<file path="config.mk">
export PLATFORM = sky130hd
export DESIGN_NAME = output_driver_control_regs
export DESIGN_NICKNAME = d
export VERILOG_FILES = /design/src/debounce_tick.v /design/src/output_driver_control_regs.v
export VERILOG_INCLUDE_DIRS = /design/src /design/src/shared
export SDC_FILE = /design/constraint.sdc
export NUM_CORES = 1
export LEC_CHECK = 0
export ABC_AREA = 1
export BUFFER_PORTS_ARGS = -buffer_cell sky130_fd_sc_hd__buf_2
export CAP_MARGIN = 0
export CORE_MARGIN = 4
export CORE_UTILIZATION = 35
export CTS_CLUSTER_SIZE = 40
export DETAILED_ROUTE_END_ITERATION = 10
export HOLD_SLACK_MARGIN = 0.05
export PLACE_DENSITY = 0.54
export SLEW_MARGIN = 20
export SYNTH_ARGS = -nofsm -noshare
export SYNTH_HDL_FRONTEND = slang
export SYNTH_SLANG_ARGS = --single-unit
</file>
<file path="constraint.sdc">
create_clock -name ref_clk -period 2.82 [get_ports ref_clk]
set_input_delay 0.423 -clock ref_clk [delete_from_list [all_inputs] [get_ports ref_clk]]
set_output_delay 0.423 -clock ref_clk [all_outputs]
set_load 0.1 [all_outputs]
</file>
<file path="src/shared/drv_ctrl_consts.vh">
// constants for the output driver control register bank
// assumes a byte-wide register port already decoded to page and register offset
`ifndef DRV_CTRL_CONSTS_VH
`define DRV_CTRL_CONSTS_VH
`define PAGE_CTRL_OFS   8'h00
`define PAGE_ONE        8'h01
`define PAGE_THREE      8'h03
`define SPK_CTRL_OFS    8'h2a
`define RSV_ZERO_OFS    8'h2b
`define HP_CTRL_OFS     8'h2c
`define RSV_NOWR_OFS    8'h2d
`define BIAS_CTRL_OFS   8'h2e
`define TIMER_CFG_OFS   8'h10
`define TIMER_CFG_RST   8'h81
`define SPK_WMASK       8'h1c
`define HP_WMASK        8'hfe
`define BIAS_WMASK      8'h8b
`define ZERO_BYTE       8'h00
`define DIV_ZERO_COUNT  8'h80
`define DIV_ONE         8'h01
`define GAIN_SETTLE     8'h10
`define DEB_SUBTICKS    8'h08
`endif

</file>
<file path="src/debounce_tick.v">
// debounce clock-enable generator for the headset short detector
// assumes a free running 1 MHz-class timebase tick from the owning block
`timescale 1ns/1ps
`include "drv_ctrl_consts.vh"
module debounce_tick (
  // clock and reset
  input  wire       ref_clk,
  input  wire       rst_b,
  // timebase and debounce code
  input  wire       baseTick,
  input  wire [2:0] debCode,
  // tick out, one per eighth of duration
  output reg        debTick
);
  reg  [6:0] cnt_reg;
  wire [6:0] periodLen;
  // code n>0 gives 2^(n-1) base ticks per debounce clock, code 0 none at all
  // seven bits so that code 7 reaches 64 ticks instead of wrapping to zero
  assign periodLen = (debCode == 3'h0) ? 7'h00 : (7'h01 << (debCode - 3'h1));
  // counting base ticks avoids a derived clock; the output is an enable
  always @(posedge ref_clk) begin
    if (!rst_b) begin
      cnt_reg <= 7'h00;
      debTick <= 1'b0;
    end else begin
      debTick <= 1'b0;
      if (periodLen != 7'h00 && baseTick) begin
        if (cnt_reg + 7'h01 >= periodLen) begin
          cnt_reg <= 7'h00;
          debTick <= 1'b1;
        end else begin
          cnt_reg <= cnt_reg + 7'h01;
        end
      end
    end
  end
endmodule // debounce_tick

</file>
<file path="src/output_driver_control_regs.v">
// page one output driver control registers plus page three timer divider
// assumes a single-cycle byte register port decoded from the control bus
`timescale 1ns/1ps
`include "drv_ctrl_consts.vh"
module output_driver_control_regs #(
  parameter [7:0] OSC_DIV = 8'h08 // oscillator rises per timebase tick, near 1 MHz at nominal rate
) (
  // clock and reset
  input  wire       ref_clk,
  input  wire       rst_b,
  // register port
  input  wire       regWrite,
  input  wire       regRead,
  input  wire [7:0] regAddr,
  input  wire [7:0] regWdata,
  output reg  [7:0] regRdata,
  // analog side inputs
  input  wire       mclkIn,
  input  wire       oscTick,
  input  wire       headsetDetectEn,
  input  wire       headsetPresent,
  input  wire       spkGainSettled,
  // control outputs
  output reg  [1:0] spkGain,
  output reg        spkUnmute,
  output reg  [2:0] debounceCode,
  output reg  [1:0] dacPerfMode,
  output reg        leftHpPowerUp,
  output reg        rightHpPowerUp,
  output reg        swPowerDownEn,
  output reg  [1:0] micBiasLevel,
  output reg        micBiasPowerUp,
  output wire       debounceTick
);
  // register images
  reg  [7:0] page_reg;
  reg  [7:0] spk_reg;
  reg  [7:0] hp_reg;
  reg  [7:0] bias_reg;
  reg  [7:0] rsv_reg;
  reg  [7:0] tcfg_reg;
  // gain-applied tracking
  reg        gainDone_reg;
  reg  [7:0] settle_reg;
  // timebase dividers
  reg  [7:0] divCnt_reg;
  reg  [7:0] oscCnt_reg;
  reg        baseTick_reg;
  // pin synchronisers and last agreed levels
  reg  [2:0] mclkSync_reg;
  reg        mclkSeen_reg;
  reg  [2:0] oscSync_reg;
  reg        oscSeen_reg;
  // decode and edge helpers
  wire [7:0] divLimit;
  wire       onP1;
  wire       onP3;
  wire       mclkRise;
  wire       oscRise;
  wire       srcTick;

  // page decode; the page register itself answers on every page
  assign onP1 = (page_reg == `PAGE_ONE);
  assign onP3 = (page_reg == `PAGE_THREE);
  // divide code zero stands for 128
  assign divLimit = (tcfg_reg[6:0] == 7'h00) ? `DIV_ZERO_COUNT : {1'b0, tcfg_reg[6:0]};

  // pin inputs pass three flops; edge is taken when second and third agree on a change
  // a glitch caught by the first flop alone never counts as an edge
  // only the second flop reads the first, so metastability stays in one place
  always @(posedge ref_clk) begin
    if (!rst_b) begin
      mclkSync_reg <= 3'h0;
      oscSync_reg  <= 3'h0;
      mclkSeen_reg <= 1'b0;
      oscSeen_reg  <= 1'b0;
    end else begin
      mclkSync_reg <= {mclkSync_reg[1:0], mclkIn};
      oscSync_reg  <= {oscSync_reg[1:0], oscTick};
      if (mclkSync_reg[2] == mclkSync_reg[1]) mclkSeen_reg <= mclkSync_reg[2];
      if (oscSync_reg[2] == oscSync_reg[1]) oscSeen_reg <= oscSync_reg[2];
    end
  end
  assign mclkRise = (mclkSync_reg[2] == mclkSync_reg[1]) && mclkSync_reg[2] && !mclkSeen_reg;
  assign oscRise  = (oscSync_reg[2] == oscSync_reg[1]) && oscSync_reg[2] && !oscSeen_reg;
  // bit7 set picks external master clock, else internal oscillator
  assign srcTick = tcfg_reg[7] ? mclkRise : oscRise;

  // timebase: master clock divided to 1 MHz, or oscillator prescaled
  // counters give a tick enable rather than a derived clock, so everything stays on ref_clk
  always @(posedge ref_clk) begin
    if (!rst_b) begin
      divCnt_reg   <= `ZERO_BYTE;
      oscCnt_reg   <= `ZERO_BYTE;
      baseTick_reg <= 1'b0;
    end else begin
      baseTick_reg <= 1'b0;
      if (srcTick && tcfg_reg[7]) begin
        // master clock path: one tick per divider count of agreed rises
        if (divCnt_reg + `DIV_ONE >= divLimit) begin
          divCnt_reg   <= `ZERO_BYTE;
          baseTick_reg <= 1'b1;
        end else begin
          divCnt_reg <= divCnt_reg + `DIV_ONE;
        end
      end else if (srcTick) begin
        // oscillator path: prescaled to near 1 MHz at nominal rate; durations scale with its rate
        if (oscCnt_reg + `DIV_ONE >= OSC_DIV) begin
          oscCnt_reg   <= `ZERO_BYTE;
          baseTick_reg <= 1'b1;
        end else begin
          oscCnt_reg <= oscCnt_reg + `DIV_ONE;
        end
      end
    end
  end

  // debounce clock enable stepped by the shared timebase
  debounce_tick u_deb (
    .ref_clk  (ref_clk),
    .rst_b    (rst_b),
    .baseTick (baseTick_reg),
    .debCode  (hp_reg[7:5]),
    .debTick  (debounceTick)
  );

  // register writes; reserved bits of 0x2a, 0x2c and 0x2e masked so they always hold zero
  // 0x2b has no image at all: writes to it fall through and are lost
  always @(posedge ref_clk) begin
    if (!rst_b) begin
      page_reg <= `ZERO_BYTE;
      spk_reg  <= `ZERO_BYTE;
      hp_reg   <= `ZERO_BYTE;
      bias_reg <= `ZERO_BYTE;
      rsv_reg  <= `ZERO_BYTE;
      tcfg_reg <= `TIMER_CFG_RST;
    end else if (regWrite) begin
      // the page register answers at offset zero whatever page is selected
      if (regAddr == `PAGE_CTRL_OFS) begin
        page_reg <= regWdata;
      end else if (onP1 && regAddr == `SPK_CTRL_OFS) begin
        spk_reg <= regWdata & `SPK_WMASK;
      end else if (onP1 && regAddr == `HP_CTRL_OFS) begin
        // code 10 for performance is refused and old value kept
        if (regWdata[4:3] == 2'h2) begin
          hp_reg <= {regWdata[7:5], hp_reg[4:3], regWdata[2:1], 1'b0};
        end else begin
          hp_reg <= regWdata & `HP_WMASK;
        end
      end else if (onP1 && regAddr == `RSV_NOWR_OFS) begin
        // plain storage; software never writes it, so its content has no meaning
        rsv_reg <= regWdata;
      end else if (onP1 && regAddr == `BIAS_CTRL_OFS) begin
        bias_reg <= regWdata & `BIAS_WMASK;
      end else if (onP3 && regAddr == `TIMER_CFG_OFS) begin
        // source and divider take effect from the next agreed clock rise
        tcfg_reg <= regWdata;
      end
    end
  end

  // gain applied flag: clears on a gain change, sets after ramp or analog report
  // a write that keeps the gain leaves the flag alone, nothing new is pending
  // the clear outranks the report, which still refers to the gain being replaced
  always @(posedge ref_clk) begin
    if (!rst_b) begin
      gainDone_reg <= 1'b0;
      settle_reg   <= `ZERO_BYTE;
    end else if (regWrite && onP1 && regAddr == `SPK_CTRL_OFS && regWdata[4:3] != spk_reg[4:3]) begin
      gainDone_reg <= 1'b0;
      settle_reg   <= `ZERO_BYTE;
    end else if (!gainDone_reg) begin
      if (spkGainSettled || settle_reg == `GAIN_SETTLE) gainDone_reg <= 1'b1;
      else settle_reg <= settle_reg + `DIV_ONE;
    end
  end

  // read data, registered one cycle after the read strobe
  // unmapped offsets read zero so a wrong page never returns stale data
  always @(posedge ref_clk) begin
    if (!rst_b) begin
      regRdata <= `ZERO_BYTE;
    end else if (regRead) begin
      if (regAddr == `PAGE_CTRL_OFS) regRdata <= page_reg;
      else if (onP1 && regAddr == `SPK_CTRL_OFS) regRdata <= {spk_reg[7:1], gainDone_reg};
      else if (onP1 && regAddr == `RSV_ZERO_OFS) regRdata <= `ZERO_BYTE;
      else if (onP1 && regAddr == `HP_CTRL_OFS) regRdata <= hp_reg;
      else if (onP1 && regAddr == `RSV_NOWR_OFS) regRdata <= rsv_reg;
      else if (onP1 && regAddr == `BIAS_CTRL_OFS) regRdata <= bias_reg;
      else if (onP3 && regAddr == `TIMER_CFG_OFS) regRdata <= tcfg_reg;
      else regRdata <= `ZERO_BYTE;
    end
  end

  // decoded controls, all from flops
  // one cycle behind the images, so the analog side never sees a half-written byte
  always @(posedge ref_clk) begin
    if (!rst_b) begin
      spkGain        <= 2'h0;
      spkUnmute      <= 1'b0;
      debounceCode   <= 3'h0;
      dacPerfMode    <= 2'h0;
      leftHpPowerUp  <= 1'b0;
      rightHpPowerUp <= 1'b0;
      swPowerDownEn  <= 1'b0;
      micBiasLevel   <= 2'h0;
      micBiasPowerUp <= 1'b0;
    end else begin
      spkGain        <= spk_reg[4:3];
      spkUnmute      <= spk_reg[2];
      debounceCode   <= hp_reg[7:5];
      dacPerfMode    <= hp_reg[4:3];
      leftHpPowerUp  <= hp_reg[2];
      rightHpPowerUp <= hp_reg[1];
      swPowerDownEn  <= bias_reg[7];
      micBiasLevel   <= bias_reg[1:0];
      // bias gated off when detection on and no headset, unless forced
      micBiasPowerUp <= (bias_reg[1:0] != 2'h0) &&
                        (bias_reg[3] || !headsetDetectEn || headsetPresent);
    end
  end
endmodule // output_driver_control_regs

</file>
==> results.yml <==
worst_setup_path:
  required_ns: 3.10
  critPathMaxStageDelay_ns: 0.40
  crit_type: "flip-flop to flip-flop"
  worst_r2r_endpoint: "u_deb.cnt_reg[4]$_SDFFE_PN0N_"
  path_max_fanout: 7
  arrival_ns: 2.80
  reg2regPathDepth: 11
  rrSetupSlack_ns: 0.30
  cp-start-kind: "flip-flop"
  path_cells: "ha_1 -> nand3_1 -> nand3b_1 -> xnor2_1 -> ha_1 -> a21oi_1 -> o21a_1 -> nand3_1 -> nor2_1 -> nand2_1 -> a21oi_1"
  cpMaxStageDelayCell: "dfxtp_1"
  worstSetupEndpointType: "flip-flop"
  startpoint: "u_deb.cnt_reg[0]$_SDFFE_PN0N_"
  r2r-start: "u_deb.cnt_reg[0]$_SDFFE_PN0N_"
cells_and_area:
  n_fill_cell: 1448
  final_nets: 751
  antenna_cells: 0
  stdcell_count: 888
  area_growth_syn_to_layout_pct: 14.45
  layout-drive-gt1-share: 0.1285
  utilization: 0.4077
timing:
  relSlewSlack: 0.6009
  fin_setup_tns_ns: 0
  max_slew.worst_pin.slew_ns: 0.5987
  rsz0062_at_grt: "no"
  fin_crit_sh: 0.8945
  timing.final.crit_period_ns: 2.523
  slew_violations: 0
  finalHoldViolCount: 0
  fmax_ghz: 0.3964
  setup_viol: 0
  fin_worst_skew_ns: 0.01006
  whs_ns: 0.2579
logic_synthesis:
  synth_ff_type: "dfxtp_1"
  yosys.area_share.simple: 0.2489
  synthDistinctLibCells: 46
  netlist.area_leader.share: 0.4145
  synthCells: 659
  synth-adder-area-share: 0.05588
  synth_area_um2: 4926
  ys_ff_latch: 102
  ys_warn_count: 0
  muxShareOfSynthArea: 0.006096
  synthMostInstantiatedCell: "nand2_1"
  synth_xor_area_frac: 0.03023
  ys_top_cells_by_count: "nand2_1, dfxtp_1, inv_1"
  synth_top_area_cell: "dfxtp_1"
  synth_compound_area_frac: 0.1529
  synth_nets: 706
  async_reset_ff_frac: 0
  synth_edf_count: 0
  synth_area_leaders: "dfxtp_1, nand2_1, inv_1"
  avgSynthCellArea_um2: 7.475
  synth_top_family_by_area: "simple AND/OR/NAND/NOR gates"
  ys_seq_area_frac: 0.4145
floorplanning:
  core_area_um2: 13830
  die_height_um: 126.6
  pin_count: 48
  start_util: 0.3563
  die_x_um: 126.6
  die_area_um2: 16040
  rows: 43
power_and_ir_drop:
  cellLeakagePower_uw: 0.002587
  p_per_area_nw_per_um2: 525.1
  ir_drop_mv: 0.2459
global_route:
  antenna_found_initial: 0
  track_usage: 0.1489
  grt_pass1_vias: 4047
  grt_max_degree: 59
  grt_overflow_total: 0
  grt_pass1_wl_um: 19310
drt:
  routed_wirelength_um: 11770
  dr_total_vias: 4292
  drtIter0Drc: 246
  drc: 0
  dr.pass1.iters: 5
  wl_per_cell_um: 13.26
  ant_nets: 0
  vias_per_cell: 4.833
clock_tree:
  cts_root_buf: "clkbuf_16"
  cts.path.max_buffers: 2
  cts_tree: "yes"
  cts_hold_buf: 0
  clkLatencyLatePin_ns: 0.35
  cts_buffers: 9
  post_cts_buffers: 0
  cts_num_sinks: 102
  cts.reportedPaths.clkPinSlew_ns: 0.06
  cts_resized: 0
  htreeDepth: 3
worst_hold_path:
  whs_endpoint: "oscSync_reg[0]$_SDFF_PN0_"
  hold_path_class: "primary input to flip-flop"
  hold_path_depth: 3
  hold_path.startpoint: "oscTick"
run_status:
  outcome: "complete, no violations"
placement:
  place_congestion: 0.7953
  hpwl_um: 8781
  dp_cells: 873
  io_buffers: 47
job:
  max-cap-violations: 0
## worst max-delay path by stage
stage,to,slack [ns],cells past startpoint
2_1_floorplan,u_deb.cnt_reg[1]$_SDFFE_PN0N_,0.71,11
3_3_place_gp,u_deb.cnt_reg[4]$_SDFFE_PN0N_,0.50,11
3_5_place_dp,u_deb.cnt_reg[1]$_SDFFE_PN0N_,0.37,11
4_1_cts,u_deb.cnt_reg[4]$_SDFFE_PN0N_,0.34,11
5_1_grt,u_deb.cnt_reg[3]$_SDFFE_PN0N_,0.06,11
6_report,u_deb.cnt_reg[4]$_SDFFE_PN0N_,0.30,11
## metrics by stage
stage,instance area [um2],power [uW],setup slack (ns)
after global routing,5638,3063,0.05775
after detailed placement,5314,1633,0.3689
final,5638,2960,0.2975
after CTS,5638,2996,0.3381
after global placement,5314,1631,0.4991
after floorplan,4926,1581,0.7052
## critical path, delay by kind of cell, from the launching register on
kind	cells	cell delay, ns
compound gates	3	0.44
xor+xnor	1	0.21
flops	1	0.40
simple gates	5	0.90
fa+ha+maj	2	0.50
## where the power goes
part / switching, uW / internal (uW)
combinational: 105 / 37.9
sequential: 5.48 / 1450
clock: 539 / 822
## logic make-up after synthesis
family | after synthesis
AND/OR/NAND/NOR | 271
XOR/XNOR | 17
adder cells (fa/ha/maj) | 22
AO/OA/AOI/OAI | 134
buffers and inverters | 110
multiplexers | 3
flip-flops | 102
## metal layers
layer,GRT usage,up-vias,wire length (um)
met5,0,-,0
met4,0.06940,0,289
met3,0.02737,25,490
met2,0.2369,86,5302
met1,0.1958,1940,5691
li1,-,2241,-
## cells in the final DEF, fill, tap and decap left out, drive strengths merged, types with 4 or more instances in the layout
| master | n |
|---|---|
| ha | 22 |
| xnor2 | 5 |
| buf | 49 |
| clkbuf | 12 |
| a21oi | 66 |
| dfxtp | 102 |
| o21ai | 47 |
| inv | 92 |
| nand3 | 40 |
| nand4 | 9 |
| o211ai | 4 |
| nor2 | 73 |
| o22ai | 4 |
| nor3 | 8 |
| nand2 | 131 |
| xor2 | 12 |
## final cells by class
class / count / area [um2] / share of cell area
clock buffer: 12 / 256.5 / 0.04549
clock inverter: 3 / 67.56 / 0.01198
inverter: 95 / 362.8 / 0.06436
multi-input combinational: 447 / 2434 / 0.4316
sequential: 102 / 2042 / 0.3622
tap: 180 / 225.2 / 0.03995
timing repair buffer: 49 / 250.2 / 0.04439
Note: power is estimated with default switching activity, not from simulation.
